**src/inc/smi_pkg.sv**
```systemverilog
// Purpose: Constants and types for the supply monitor interrupt and status block.
// Assumes: AXI4-Lite register access, 32-bit data, 100 MHz clock.
// Notes:   Enable-set and enable-clear offsets are local choices.
package smi_pkg;

  localparam logic [7:0]  SMI_OFF_ENCLR  = 8'h00;
  localparam logic [7:0]  SMI_OFF_ENSET  = 8'h04;
  localparam logic [7:0]  SMI_OFF_FLAGS  = 8'h08;
  localparam logic [7:0]  SMI_OFF_STATUS = 8'h0C;

  localparam int SMI_BIT_BROWNOUT_READY      = 0;
  localparam int SMI_BIT_BROWNOUT_DETECTED   = 1;
  localparam int SMI_BIT_BROWNOUT_SYNC_READY = 2;
  localparam int SMI_BIT_REGULATOR_READY     = 8;
  localparam int SMI_BIT_POWER_SWITCH_READY  = 9;
  localparam int SMI_BIT_CORE_VOLTAGE_READY  = 10;
  localparam int SMI_BIT_BACKUP_BATTERY      = 11;

  // Bits that carry an event flag and an enable
  localparam logic [31:0] SMI_EVENT_MASK   = 32'h0000_0707;
  localparam logic [31:0] SMI_STATUS_MASK  = 32'h0000_0F07;
  localparam logic [31:0] SMI_ENABLE_RESET = 32'h0000_0000;
  localparam logic [31:0] SMI_FLAGS_RESET  = 32'h0000_0100;
  localparam logic [31:0] SMI_STATUS_RESET = 32'h0000_0500;

  localparam logic [1:0] SMI_RESP_OKAY   = 2'h0;
  localparam logic [1:0] SMI_RESP_SLVERR = 2'h2;

  // Raw supply indications grouped together
  typedef struct packed {
    logic backup_source_battery;
    logic core_voltage_ready;
    logic power_switch_ready;
    logic regulator_ready;
    logic brownout_sync_ready;
    logic brownout_detected;
    logic brownout_ready;
  } smi_status_t;

  // One decoded register write
  typedef struct packed {
    logic        en_set;
    logic        en_clr;
    logic        flag_clr;
    logic [31:0] data;
  } smi_wr_t;

endpackage : smi_pkg

```
**src/rtl/smi_top.sv**
```systemverilog
// Purpose: Supply monitor interrupt flags, enables and status.
// Assumes: Status inputs come from analog monitors, asynchronous to clk.
// Notes:   Brown-out ready reset value comes from the cfg input.
//
// Register access over AXI4-Lite was decided locally.
`timescale 1ns/1ps
`default_nettype none
module smi_top
  import smi_pkg::*;
(
  input  wire logic        clk,                 // System clock 100 MHz
  input  wire logic        nrst,                // Async reset, active low
  input  wire logic        cfg_brownout_ready,  // Configured brown-out ready at reset
  input  wire smi_status_t raw_status,          // Asynchronous supply indications
  output var  logic        irq,                 // Interrupt request
  input  wire logic [7:0]  s_awaddr,            // AXI write address
  input  wire logic        s_awvalid,           // AXI write address valid
  output var  logic        s_awready,           // AXI write address ready
  input  wire logic [31:0] s_wdata,             // AXI write data
  input  wire logic [3:0]  s_wstrb,             // AXI write strobes
  input  wire logic        s_wvalid,            // AXI write data valid
  output var  logic        s_wready,            // AXI write data ready
  output var  logic [1:0]  s_bresp,             // AXI write response
  output var  logic        s_bvalid,            // AXI write response valid
  input  wire logic        s_bready,            // AXI write response ready
  input  wire logic [7:0]  s_araddr,            // AXI read address
  input  wire logic        s_arvalid,           // AXI read address valid
  output var  logic        s_arready,           // AXI read address ready
  output var  logic [31:0] s_rdata,             // AXI read data
  output var  logic [1:0]  s_rresp,             // AXI read response
  output var  logic        s_rvalid,            // AXI read data valid
  input  wire logic        s_rready             // AXI read data ready
);

  ////////////////////////////////////////////////////////////////////////////
  // Status synchronisation

  localparam int NSTAT = $bits(smi_status_t);
  // Synchroniser and previous-value reset levels, in struct order (msb first)
  localparam logic [NSTAT-1:0] STAT_RST = {SMI_STATUS_RESET[SMI_BIT_BACKUP_BATTERY],
                                           SMI_STATUS_RESET[SMI_BIT_CORE_VOLTAGE_READY],
                                           SMI_STATUS_RESET[SMI_BIT_POWER_SWITCH_READY],
                                           SMI_STATUS_RESET[SMI_BIT_REGULATOR_READY],
                                           SMI_STATUS_RESET[SMI_BIT_BROWNOUT_SYNC_READY],
                                           SMI_STATUS_RESET[SMI_BIT_BROWNOUT_DETECTED],
                                           SMI_STATUS_RESET[SMI_BIT_BROWNOUT_READY]};

  smi_status_t sync_status;
  logic [31:0] status_word;
  logic [31:0] prev_word;
  logic        loaded;
  smi_status_t prev_status;

  // Two flip-flops per status input, reset to documented levels
  generate
    for (genvar i = 0; i < NSTAT; i++) begin : g_sync
      smi_sync #(
        .RESET_VAL (STAT_RST[i])
      ) u_sync (
        .clk  (clk),
        .nrst (nrst),
        .d    (raw_status[i]),
        .q    (sync_status[i])
      );
    end
  endgenerate

  // Status word mapped to register bit positions
  always_comb begin
    status_word = 32'h0000_0000;
    status_word[SMI_BIT_BACKUP_BATTERY]      = sync_status.backup_source_battery;
    status_word[SMI_BIT_CORE_VOLTAGE_READY]  = sync_status.core_voltage_ready;
    status_word[SMI_BIT_POWER_SWITCH_READY]  = sync_status.power_switch_ready;
    status_word[SMI_BIT_REGULATOR_READY]     = sync_status.regulator_ready;
    status_word[SMI_BIT_BROWNOUT_SYNC_READY] = sync_status.brownout_sync_ready;
    status_word[SMI_BIT_BROWNOUT_DETECTED]   = sync_status.brownout_detected;
    status_word[SMI_BIT_BROWNOUT_READY]      = sync_status.brownout_ready;
  end

  ////////////////////////////////////////////////////////////////////////////
  // Edge detection

  // Previous-cycle copy of the status, used for rising edges
  always_ff @(posedge clk or negedge nrst) begin
    if (!nrst) begin
      prev_status <= smi_status_t'(STAT_RST);
    end else begin
      prev_status <= sync_status;
    end
  end

  always_comb begin
    prev_word = 32'h0000_0000;
    prev_word[SMI_BIT_CORE_VOLTAGE_READY]  = prev_status.core_voltage_ready;
    prev_word[SMI_BIT_POWER_SWITCH_READY]  = prev_status.power_switch_ready;
    prev_word[SMI_BIT_REGULATOR_READY]     = prev_status.regulator_ready;
    prev_word[SMI_BIT_BROWNOUT_SYNC_READY] = prev_status.brownout_sync_ready;
    prev_word[SMI_BIT_BROWNOUT_DETECTED]   = prev_status.brownout_detected;
    prev_word[SMI_BIT_BROWNOUT_READY]      = prev_status.brownout_ready;
  end

  logic [31:0] rise;

  // Rising edge of each event bit
  assign rise = status_word & ~prev_word & SMI_EVENT_MASK;

  ////////////////////////////////////////////////////////////////////////////
  // Register bus

  smi_wr_t     wr;
  logic [31:0] rd_value;
  logic        rd_hit;
  logic [31:0] irq_enable;
  logic [31:0] irq_flag_reg;
  logic [31:0] next_flags;
  logic [31:0] next_enable;

  smi_axil u_axil (
    .clk       (clk),
    .nrst      (nrst),
    .s_awaddr  (s_awaddr),
    .s_awvalid (s_awvalid),
    .s_awready (s_awready),
    .s_wdata   (s_wdata),
    .s_wstrb   (s_wstrb),
    .s_wvalid  (s_wvalid),
    .s_wready  (s_wready),
    .s_bresp   (s_bresp),
    .s_bvalid  (s_bvalid),
    .s_bready  (s_bready),
    .s_araddr  (s_araddr),
    .s_arvalid (s_arvalid),
    .s_arready (s_arready),
    .s_rdata   (s_rdata),
    .s_rresp   (s_rresp),
    .s_rvalid  (s_rvalid),
    .s_rready  (s_rready),
    .wr        (wr),
    .rd_value  (rd_value),
    .rd_hit    (rd_hit)
  );

  // Read multiplexer; status is read-only
  always_comb begin
    rd_hit   = 1'b1;
    rd_value = 32'h0000_0000;
    case (s_araddr)
      SMI_OFF_ENSET:  rd_value = irq_enable;
      SMI_OFF_ENCLR:  rd_value = irq_enable;
      SMI_OFF_FLAGS:  rd_value = irq_flag_reg;
      SMI_OFF_STATUS: rd_value = status_word & SMI_STATUS_MASK;
      default:        rd_hit   = 1'b0;
    endcase
  end

  ////////////////////////////////////////////////////////////////////////////
  // Interrupt enables

  // Write-one-to-set and write-one-to-clear of one shared enable word
  always_comb begin
    next_enable = irq_enable;
    if (wr.en_set) begin
      next_enable = irq_enable | (wr.data & SMI_EVENT_MASK);
    end
    if (wr.en_clr) begin
      next_enable = irq_enable & ~(wr.data & SMI_EVENT_MASK);
    end
  end

  always_ff @(posedge clk or negedge nrst) begin
    if (!nrst) begin
      irq_enable <= SMI_ENABLE_RESET;
    end else begin
      irq_enable <= next_enable;
    end
  end

  ////////////////////////////////////////////////////////////////////////////
  // Interrupt flags

  // Clear by writing one; a simultaneous rising edge wins
  always_comb begin
    next_flags = irq_flag_reg;
    if (wr.flag_clr) begin
      next_flags = next_flags & ~(wr.data & SMI_EVENT_MASK);
    end
    next_flags = next_flags | rise;
    if (!loaded) begin
      next_flags[SMI_BIT_BROWNOUT_READY] = cfg_brownout_ready;
    end
  end

  // Flags reset constant; configured brown-out ready taken on first clock
  always_ff @(posedge clk or negedge nrst) begin
    if (!nrst) begin
      irq_flag_reg <= SMI_FLAGS_RESET;
      loaded       <= 1'b0;
    end else begin
      irq_flag_reg <= next_flags;
      loaded       <= 1'b1;
    end
  end

  ////////////////////////////////////////////////////////////////////////////
  // Interrupt output

  // Any enabled pending flag raises the request
  always_ff @(posedge clk or negedge nrst) begin
    if (!nrst) begin
      irq <= 1'b0;
    end else begin
      irq <= |(irq_flag_reg & irq_enable);
    end
  end

endmodule : smi_top
`default_nettype wire

```
**src/rtl/smi_sync.sv**
```systemverilog
// Purpose: Two flip-flop synchroniser for one status level.
// Assumes: Input is asynchronous to clk.
// Notes:   First stage feeds only the second.
`timescale 1ns/1ps
`default_nettype none
module smi_sync #(
  parameter logic RESET_VAL = 1'b0
) (
  input  wire logic clk,   // System clock
  input  wire logic nrst,  // Async reset, active low
  input  wire logic d,     // Async level
  output var  logic q      // Synchronised level
);
  logic meta;

  // Two stage synchroniser
  always_ff @(posedge clk or negedge nrst) begin
    if (!nrst) begin
      meta <= RESET_VAL;
      q    <= RESET_VAL;
    end else begin
      meta <= d;
      q    <= meta;
    end
  end
endmodule : smi_sync
`default_nettype wire

```
**src/rtl/smi_axil.sv**
```systemverilog
// Purpose: AXI4-Lite slave front end producing register strobes.
// Assumes: One write and one read at a time.
// Notes:   Address and data may arrive in either order.
`timescale 1ns/1ps
`default_nettype none
module smi_axil
  import smi_pkg::*;
(
  input  wire logic        clk,           // System clock
  input  wire logic        nrst,          // Async reset, active low
  input  wire logic [7:0]  s_awaddr,      // Write address
  input  wire logic        s_awvalid,     // Write address valid
  output var  logic        s_awready,     // Write address ready
  input  wire logic [31:0] s_wdata,       // Write data
  input  wire logic [3:0]  s_wstrb,       // Write strobes
  input  wire logic        s_wvalid,      // Write data valid
  output var  logic        s_wready,      // Write data ready
  output var  logic [1:0]  s_bresp,       // Write response
  output var  logic        s_bvalid,      // Write response valid
  input  wire logic        s_bready,      // Write response ready
  input  wire logic [7:0]  s_araddr,      // Read address
  input  wire logic        s_arvalid,     // Read address valid
  output var  logic        s_arready,     // Read address ready
  output var  logic [31:0] s_rdata,       // Read data
  output var  logic [1:0]  s_rresp,       // Read response
  output var  logic        s_rvalid,      // Read data valid
  input  wire logic        s_rready,      // Read data ready
  output var  smi_wr_t     wr,            // One-cycle write strobe
  input  wire logic [31:0] rd_value,      // Value at s_araddr
  input  wire logic        rd_hit         // s_araddr is mapped
);
  logic        aw_held;
  logic        w_held;
  logic [7:0]  aw_addr;
  logic [31:0] w_data;
  logic        wr_go;
  logic        addr_hit;

  assign s_awready = !aw_held && !s_bvalid;
  assign s_wready  = !w_held && !s_bvalid;
  assign s_arready = !s_rvalid;
  assign wr_go     = aw_held && w_held;
  assign addr_hit  = (aw_addr == SMI_OFF_ENSET) || (aw_addr == SMI_OFF_ENCLR) ||
                     (aw_addr == SMI_OFF_FLAGS) || (aw_addr == SMI_OFF_STATUS);

  // Capture write address and data in any order
  always_ff @(posedge clk or negedge nrst) begin
    if (!nrst) begin
      aw_held <= 1'b0;
      w_held  <= 1'b0;
      aw_addr <= 8'h00;
      w_data  <= 32'h0000_0000;
    end else begin
      if (s_awvalid && s_awready) begin
        aw_held <= 1'b1;
        aw_addr <= s_awaddr;
      end else if (wr_go) begin
        aw_held <= 1'b0;
      end
      if (s_wvalid && s_wready) begin
        w_held <= 1'b1;
        w_data <= s_wdata & {{8{s_wstrb[3]}}, {8{s_wstrb[2]}}, {8{s_wstrb[1]}}, {8{s_wstrb[0]}}};
      end else if (wr_go) begin
        w_held <= 1'b0;
      end
    end
  end

  // Write strobe and response
  always_ff @(posedge clk or negedge nrst) begin
    if (!nrst) begin
      wr       <= '0;
      s_bvalid <= 1'b0;
      s_bresp  <= SMI_RESP_OKAY;
    end else begin
      wr.en_set   <= wr_go && (aw_addr == SMI_OFF_ENSET);
      wr.en_clr   <= wr_go && (aw_addr == SMI_OFF_ENCLR);
      wr.flag_clr <= wr_go && (aw_addr == SMI_OFF_FLAGS);
      wr.data     <= w_data;
      if (wr_go) begin
        s_bvalid <= 1'b1;
        s_bresp  <= addr_hit ? SMI_RESP_OKAY : SMI_RESP_SLVERR;
      end else if (s_bready) begin
        s_bvalid <= 1'b0;
      end
    end
  end

  // Read data channel
  always_ff @(posedge clk or negedge nrst) begin
    if (!nrst) begin
      s_rvalid <= 1'b0;
      s_rdata  <= 32'h0000_0000;
      s_rresp  <= SMI_RESP_OKAY;
    end else if (s_arvalid && s_arready) begin
      s_rvalid <= 1'b1;
      s_rdata  <= rd_hit ? rd_value : 32'h0000_0000;
      s_rresp  <= rd_hit ? SMI_RESP_OKAY : SMI_RESP_SLVERR;
    end else if (s_rready) begin
      s_rvalid <= 1'b0;
    end
  end
endmodule : smi_axil
`default_nettype wire

```
**config.mk**
```make
export PLATFORM = sky130hd
export DESIGN_NAME = smi_top
export DESIGN_NICKNAME = d
export VERILOG_FILES = /design/src/inc/smi_pkg.sv /design/src/rtl/smi_top.sv /design/src/rtl/smi_sync.sv /design/src/rtl/smi_axil.sv
export SDC_FILE = /design/constraint.sdc
export NUM_CORES = 1
export LEC_CHECK = 0
export BUFFER_PORTS_ARGS = -buffer_cell sky130_fd_sc_hd__buf_2
export CAP_MARGIN = 40
export CORE_ASPECT_RATIO = 0.6
export CORE_MARGIN = 5
export CORE_UTILIZATION = 30
export DETAILED_ROUTE_END_ITERATION = 10
export HOLD_SLACK_MARGIN = 0.03
export PLACE_DENSITY = 0.55
export SYNTH_ARGS = -nofsm -noshare
export SYNTH_HDL_FRONTEND = slang
export SYNTH_HIERARCHICAL = 1
export SYNTH_SLANG_ARGS = --single-unit
export TNS_END_PERCENT = 10
```
**constraint.sdc**
```tcl
create_clock -name clk -period 4.07 [get_ports clk]
set_clock_uncertainty 0.15 [all_clocks]
set_input_delay 0.6105 -clock clk [delete_from_list [all_inputs] [get_ports clk]]
set_output_delay 0.6105 -clock clk [all_outputs]
set_load 0.02 [all_outputs]
```
Word-level counts from Yosys, hierarchy flattened
Index checks and enable logic that the tools add are counted.

Register bits after elaboration: 159. Input bits: 67. Output and inout bits: 42. Word-level logic and storage cells: 94.

Eq/ne operators: 6. Multiplexer cells: 16. Bitwise operators: 9. Reduce and logical (&&, ||, !) cells: 26.

Operator list (number): $mux W32 (4); $and A32 B32 Y32 (3); $pmux W32 S3 (1); $or A32 B11 Y32 (2); $eq A8 B4 Y1 const B (4); $not A11 Y32 (1); $reduce_or A32 Y1 (1); $and A11 B11 Y11 (2); $eq A8 B3 Y1 const B (2); $logic_not A8 Y1 (2); $not A11 Y11 (1); $reduce_bool A2 Y1 (5); $logic_and A1 B1 Y1 (9); $mux W1 (9); $logic_not A1 Y1 (4); $mux W2 (2); $reduce_or A4 Y1 (1); $logic_or A1 B1 Y1 (3); $reduce_or A2 Y1 (1).

Longest topological paths before layout
Gate-level depths: netlist of the first run.

Depth in word-level cells: 5. Gate-level depth with buffers: 7. Mapped depth without buffers: 4.

By module
The synthesis of the first run kept the hierarchy.

By module, submodules not included: smi_axil (times used 1, cells each 355, area each 4297.9 sq um, sequential area each 2827.7 sq um); smi_top (times used 1, cells each 84, area each 933.4 sq um, sequential area each 504.2 sq um); smi_sync (g_sync[0].u_sync ...) (times used 5, cells each 2, area each 50.0 sq um, sequential area each 50.0 sq um); smi_sync (g_sync[3].u_sync ...) (times used 2, cells each 2, area each 52.6 sq um, sequential area each 52.6 sq um).

Worst setup path after synthesis of the first run
Ideal clock, no wire load.

Path kind: input-to-reg. Start point: input port s_araddr[5]. End point: register u_axil.s_rdata[10]. Library setup time: 79 ps. Data arrival time: 2012 ps. Data required time: 3841 ps. Slack: 1829 ps. Cell stages on the path: 7. Path buffers: 3. Path through: or4_4 buf_6 nor2_1 clkbuf_1 clkbuf_1 nand2_1 mux2i_1.

Cells in the longest elaborated chain, start to end: 4. Elaborated cells between the ends (all ways): 9. Classes of those cells: eq/ne (3); mux (3); reduce/logical (3).

Ends and longest elaborated chain: from (decl) (line smi_top.sv:26) `input wire logic [7:0] s_araddr,`; $eq A8 B4 Y1, or another cell as far along (line smi_top.sv:147) `case (s_araddr)`; $reduce_or A4 Y1 (no source line) *; $mux W1 * (line smi_top.sv:147); net rd_hit (line smi_top.sv:112) `logic rd_hit;`; $mux W32 * (line smi_axil.sv:97) `s_rdata <= rd_hit ? rd_value : 32'h0000_0000;`; to (signal assigned) (line smi_axil.sv:97); to (decl) (line smi_axil.sv:24) `output var logic [31:0] s_rdata,`.

The timed path passes the listed nets; every way through them passes the cells marked *. A chain may end at the register's enable or synchronous reset.

Final worst setup path of the first run
Start point: input port s_araddr[5]. End point: register u_axil.s_rdata[9].

Same word-level chain as after synthesis.

==> results of run 1 <==
## per-layer routing
layer / track usage / part of all wire / vias up
li1: - / - / 1210
met1: 0.1536 / 0.50 / 1130
met2: 0.1468 / 0.41 / 77
met3: 0.04539 / 0.086 / 11
met4: 0.03430 / 0.012 / 0
met5: 0 / 0 / -
## metrics by stage
| step | utilization | std cells |
|---|---|---|
| floorplan | - | 345 |
| global placement | 0.3623 | 572 |
| detailed placement | 0.3672 | 575 |
| CTS | 0.3924 | 592 |
| global route | 0.3924 | 592 |
| finish | 0.3924 | 592 |
## final timing paths
| path | endpoint | slack [ps] |
|---|---|---|
| max | u_axil/s_rdata[9] | 2080 |
| min | g_sync[4].u_sync/q | 200 |
| max reg2reg | u_axil/w_data[10] | 2340 |
| min reg2reg | g_sync[4].u_sync/q | 200 |
| max in group asynchronous | g_sync[3].u_sync/q | 2300 |
| min in group asynchronous | u_axil/s_rdata[21] | 520 |
## where the power goes
part / internal, mW / switching (mW) / leakage (nW) / total (mW)
registers: 1.09 / 0.114 / 1.19 / 1.20
logic: 0.170 / 0.182 / 0.980 / 0.352
clock network: 0.489 / 0.336 / 0.144 / 0.825
## cells in the final DEF, fill, tap and decap left out, drive strengths merged, types with 2 or more instances in the layout
cell type  instances
mux2i             45
a22oi              3
nand3              2
mux2               8
a22o               5
clkinvlp           2
a21oi             12
clkinv             3
conb              28
o21bai             2
nor2              10
nor4               2
dfrtp             88
a2111oi            6
or4                2
nand2             44
nor3b              2
dfstp              7
buf               84
clkbuf            10
inv               49
## area by class of cell
| class | instances | area share |
|---|---|---|
| clock inverters | 6 | 0.01249 |
| flip-flops and latches | 95 | 0.4961 |
| clock buffers | 10 | 0.04969 |
| multi-input cells | 182 | 0.2596 |
| well taps | 165 | 0.04292 |
| inverters | 49 | 0.03824 |
| repair buffers | 85 | 0.1009 |
==> reports/summary.txt, run 1 <==
CTS Hold Bufs: 1
Synth warnings: 6
Tot Pwr: 2.381 mW
critical path's largest stage delay: 630 ps
WL final: 7.688 mm
worst-margin pin slew: 617.7 ps
Worst Setup SP: s_araddr[5]
worst path buffer plus inverter count: 1
cts bufs inserted: 9
worst relative slew slack: 0.5873
Port Buffer Count: 78
CP Cell Sequence: buf_2, or4_4, nor2_2, nand2_1, mux2i_1
Startpoint Class: input pin
global-route wire length before repair: 12.95 mm
RSZ-0062 raised after global routing: false
setup ws final: 2083 ps
Final Instance Area: 0.004810 mm²
Clock Sinks: 95
vias per inst: 4.101
fin crit period: 1987 ps
hold slack final: 197.0 ps
Overflow after GRT: 0
DP Wirelength: 5.812 mm
Critical Path RT: 4180 ps
largest registers: u_axil/s_rdata: 32 flops, u_axil/wr: 9 flops, u_axil/aw_addr: 8 flops
top register by number of flip-flops: u_axil/s_rdata
post-CTS setup buffer count: 0
Final Cycle Share: 0.4883
vias in the first global route: 2588
TritonRoute pass-1 iters: 4
area of the multi-input gates: 0.001249 mm²
fmax: 503.2 MHz
Cell Pwr Density: 495.1 mW/mm²
max FFs per register: 32
CP max-delay cell: or4_4
FF-to-FF Start: u_axil/s_bvalid
HP Class: reg -> reg
share of layout cells above drive strength 1: 0.3021
I/O pins: 109
cts repair resizes: 0
Via Count: 2428
Critical Path AT: 2100 ps
VDD IR max: 0.2488 mV
P&R area growth vs syn: 26.07%
Placed Area: 0.004501 mm²
worst slack, placed: 1715 ps
number of fill cells: 1218
clock slew at reported path FFs: 60 ps
setup_tns: 0 ps
initial antenna violation count: 0
Maximum Capacitance Violations: 0
largest net degree at the start of global routing: 60
Routed Antenna Nets: 0
register cell area after layout: 0.002386 mm²
P_leak: 2.319 nW
Stages on worst setup path: 5
drt initial violations: 71
clk buf depth: 2
Die Y-Extent: 97.35 µm
core area: 0.01226 mm²
Final Hold Fails: 0
Reg2Reg Depth: 3
Syn Area/Cell: 11.92 µm²
Final Setup Violations: 0
Mapped Cells: 320
H-tree depth: 3
CP max FO: 14
starting density of the core: 0.3112
Final #Nets: 489
die width: 155.6 µm
GP Congestion: 0.7337
Crit Path Class: in -> reg
die area: 0.01515 mm²
HP Start: g_sync[4].u_sync/meta
DRC viols: 0
CTS tree: yes
Clock Latency Late Sink: 330 ps
DR WL/cell: 12.99 µm
n_diodes: 0
status: finished, final reports clean
final slew viol count: 0
root buffer cell: clkbuf_16
hold path cells: 0
crit-path leading delay family: simple AND/OR/NAND/NOR gates
Worst Setup End Kind: flip-flop
area of the mapped netlist: 0.003815 mm²
site row count: 31
Total Routing Usage GR: 0.1077
Power figures use the tool's default switching activity.
==> run 2, diff against run 1 <==
clock period = 2 ns   (was 4.07 ns; I/O delays follow)
==> run 2 against run 1 <==
- die area unchanged
- largest power group unchanged
- non-clock buffer count up 11
- critical path depth down 3
- largest cell class unchanged
- critical path type is now reg -> reg
- final area increased by 2.0%
==> reports/summary.txt, run 2 (synthesis results as in run 1) <==
WL final: 7.729 mm
die width: 155.6 µm
most common cell after layout, fill and taps aside: dfrtp_1
critical path's largest stage delay: 470 ps
core area: 0.01226 mm²
clock slew at reported path FFs: 60 ps
HP Class: in -> reg
WL met2: 3.112 mm
Routed Antenna Nets: 0
VDD IR max: 0.6293 mV
initial antenna violation count: 0
Final Non-Filler Cells: 603
I/O pins: 109
crit-path leading delay family: simple AND/OR/NAND/NOR gates
drt initial violations: 102
Overflow after GRT: 0
top sig layer: met4
starting density of the core: 0.3112
final slew viol count: 0
top register by number of flip-flops: u_axil/s_rdata
Crit Path Class: reg -> reg
Tot Pwr: 4.849 mW
Critical Path AT: 1650 ps
Worst Setup End Kind: flip-flop
RSZ-0062 raised after global routing: false
Critical Path RT: 2070 ps
met3 wire len: 637 µm
P&R area growth vs syn: 28.60%
root buffer cell: clkbuf_16
largest registers: u_axil/s_rdata: 32 flops, u_axil/wr: 9 flops, u_axil/aw_addr: 8 flops
clk buf depth: 2
Final #Nets: 500
Final Cycle Share: 0.7915
status: finished, final reports clean
fmax: 631.7 MHz
Port Buffer Count: 78
post-CTS setup buffer count: 0
WL met1: 3.897 mm
CP max FO: 9
Cell Pwr Density: 988.3 mW/mm²
Die Y-Extent: 97.35 µm
CTS tree: yes
CP Cell Sequence: nor3b_4, mux2_2
DRC viols: 0
setup_tns: 0 ps
P_leak: 2.359 nW
H-tree depth: 3
fin crit period: 1583 ps
Final Setup Violations: 0
die area: 0.01515 mm²
DR WL/cell: 12.82 µm
share of layout cells above drive strength 1: 0.2854
GP Congestion: 0.7257
worst path buffer plus inverter count: 0
largest net degree at the start of global routing: 37
Clock Sinks: 95
vias in the first global route: 2573
cts bufs inserted: 9
CP max-delay cell: nor3b_4
number of fill cells: 1219
placed insts: 576
Clock Latency Late Sink: 330 ps
Total Routing Usage GR: 0.1080
TritonRoute pass-1 iters: 4
Startpoint Class: flip-flop
site row count: 31
n_diodes: 0
most frequent cells in the layout: dfrtp_1 (88), buf_2 (77), inv_1 (49)
global-route wire length before repair: 12.92 mm
Via Count: 2457
Maximum Capacitance Violations: 0
vias per inst: 4.075
DP Wirelength: 5.675 mm
Final Hold Fails: 0
max FFs per register: 32
## run 2: cell types whose count changed in the layout (fill, tap and decap cells not counted), sizes merged
cell / before / now
buf: 84 / 85
clkbuf: 10 / 15
clkinv: 3 / 0
clkinvlp: 2 / 0
dlygate4sd3: 1 / 11
## run 2: stage by stage
stage / area (µm²) / util / hold WS, ps / setup slack, ps
after detailed placement: 4508 / 0.3678 / 150.8 / 149.6
after floorplan: 3909 / - / -145.6 / 69.51
final: 4906 / 0.4003 / 45.72 / 416.9
after CTS: 4906 / 0.4003 / 30.31 / 408.3
after global routing: 4906 / 0.4003 / 40.22 / 306.5
after global placement: 4508 / 0.3678 / 146.3 / 181.5
## run 2: power breakdown
part	total (mW)	switching (mW)	internal, mW
Clock	1.66	0.653	1.01
Sequential	2.46	0.237	2.22
Combinational	0.734	0.375	0.358
Total	4.85	1.27	3.58
## run 2: repair_timing
action | in CTS | in global routing
hold buffers | 11 | 0
endpoints found under the hold margin | 39 | 0
setup endpoints to repair | 0 | 0
gates resized for setup | 0 | 0
## run 2: metal layers
| metal | vias up | track usage |
|---|---|---|
| met5 | - | 0 |
| met4 | 0 | 0.02824 |
| met3 | 7 | 0.05029 |
| met2 | 70 | 0.1472 |
| met1 | 1153 | 0.1535 |
| li1 | 1227 | - |
## run 2: final timing paths
kind                       slack [ps]                  start  cells past startpoint                 end
max                               420         u_axil/aw_held                      2   u_axil/aw_addr[0]
min                                50            s_awaddr[2]                      2   u_axil/aw_addr[2]
max reg2reg                       420         u_axil/aw_held                      2   u_axil/aw_addr[0]
min reg2reg                       200  g_sync[2].u_sync/meta                      0  g_sync[2].u_sync/q
max in group asynchronous         750                   nrst                      3  g_sync[3].u_sync/q
min in group asynchronous         330                   nrst                      2   u_axil/s_rdata[3]
## run 2: cell type report
class,count,area [µm²],area share
clock inverter,1,30.03,0.006121
inverter,49,183.9,0.03749
sequential,95,2386,0.4864
timing repair buffer,96,593.1,0.1209
multi-input combinational,182,1249,0.2545
clock buffer,15,257.7,0.05254
tap,165,206.4,0.04208
==> run 3, diff against run 2 <==
PLACE_DENSITY = 0.56   (was 0.55)
clock period = 1.3 ns   (was 2 ns; I/O delays follow)
==> run 3 against run 2 <==
- the run now ends with negative setup slack left
- global-route usage up 1.3 points
- final cell count increased by 7.5%
- worst setup slack lost 620 ps
- die area is the same
- worst hold slack improved by 64 ps
- largest cell class unchanged
==> reports/summary.txt, run 3 (synthesis results as in run 1) <==
status: finished with violations
failing checks: negative setup slack
WL final: 8.659 mm
final slew viol count: 0
vias in the first global route: 2875
I/O pins: 109
Critical Path RT: 1370 ps
die width: 155.6 µm
TritonRoute pass-1 iters: 4
clock slew at reported path FFs: 70 ps
Port Buffer Count: 78
Critical Path AT: 1570 ps
GP Congestion: 0.8097
Final Cycle Share: 1.153
most frequent cells in the layout: dfrtp_1 (88), buf_2 (72), inv_1 (48)
RSZ-0062 raised after global routing: true
Final Setup Violations: 30
DR WL/cell: 13.36 µm
Routed Antenna Nets: 0
HP Class: in -> reg
clk buf depth: 2
DP Wirelength: 6.323 mm
initial antenna violation count: 0
max FFs per register: 32
core area: 0.01226 mm²
Startpoint Class: flip-flop
setup ws final: -199.5 ps
Maximum Capacitance Violations: 0
top register by number of flip-flops: u_axil/s_rdata
cts bufs inserted: 9
Clock Latency Late Sink: 340 ps
most common cell after layout, fill and taps aside: dfrtp_1
P&R area growth vs syn: 44.67%
site row count: 31
P_leak: 2.616 nW
fmax: 666.9 MHz
hold slack final: 109.3 ps
Final Hold Fails: 0
setup_tns: -2976 ps
Final #Nets: 545
Die Y-Extent: 97.35 µm
Crit Path Class: reg -> reg
Via Count: 2716
die area: 0.01515 mm²
Worst Setup End Kind: flip-flop
largest registers: u_axil/s_rdata: 32 flops, u_axil/wr: 9 flops, u_axil/aw_addr: 8 flops
number of fill cells: 1164
share of layout cells above drive strength 1: 0.3520
Cell Pwr Density: 1492 mW/mm²
vias per inst: 4.191
worst slack, placed: -438.8 ps
CTS tree: yes
WL met2: 3.685 mm
WL met1: 4.246 mm
starting density of the core: 0.3112
VDD IR max: 1.269 mV
root buffer cell: clkbuf_16
drt initial violations: 140
top sig layer: met4
global-route wire length before repair: 14.50 mm
Overflow after GRT: 0
fin crit period: 1499 ps
DRC viols: 0
Total Routing Usage GR: 0.1211
H-tree depth: 3
Clock Sinks: 95
largest net degree at the start of global routing: 35
CP max FO: 9
n_diodes: 0
Tot Pwr: 8.233 mW
met3 wire len: 673 µm
## run 3: what timing repair did
action | 4_1_cts | 5_1_grt
hold buffers | 27 | 0
buffers inserted | 4 | 0
setup endpoints to repair | 28 | 56
endpoints found under the hold margin | 118 | 0
pin swaps | 7 | 6
resized for setup | 30 | 7
## run 3: area by class of cell
cell class	instances	area, µm²	share of cell area
clock buffers	11	232.7	0.04217
clock inverters	5	82.58	0.01496
inverters	49	186.4	0.03378
multi-input cells	182	1366	0.2476
flip-flops and latches	95	2386	0.4323
well taps	165	206.4	0.03741
repair buffers	141	1059	0.1918
## run 3: routing by layer
layer  up-vias  track usage
met5         -            0
met4         0      0.02219
met3         6      0.04895
met2        92       0.1754
met1      1298       0.1721
li1       1320            -
## run 3: worst paths after layout
| kind | from | end | slack, ps | cells after the start |
|---|---|---|---|---|
| worst min-delay path | s_wvalid | u_axil/w_held | 110 | 3 |
| worst max-delay path | u_axil/s_bvalid | u_axil/aw_addr[0] | -200 | 4 |
| worst min register to register | g_sync[4].u_sync/meta | g_sync[4].u_sync/q | 200 | 0 |
| min in group asynchronous | nrst | g_sync[2].u_sync/q | 180 | 2 |
| worst max register to register | u_axil/s_bvalid | u_axil/aw_addr[0] | -200 | 4 |
| max in group asynchronous | nrst | prev_status[5] | 320 | 3 |
## run 3: power by group
part	internal, mW	total, mW	switching, mW	leakage (nW)
logic	0.937	1.73	0.792	1.27
clock network	1.69	2.76	1.07	0.154
registers	3.41	3.74	0.326	1.19
total	6.04	8.23	2.19	2.62
## run 3: metrics by stage
stage                 util  area [µm²]  cells
finish              0.4503        5519    648
global route        0.4503        5519    648
CTS                 0.4481        5493    648
detailed placement  0.3862        4733    601
global placement    0.3862        4733    601
floorplan                -        3934    345
## run 3: worst max-delay path, stage by stage (launching register included)
cell,delay (ps)
dfrtp_1,400
buf_6,130
nor3b_4,220
buf_12,160
mux2_2,330
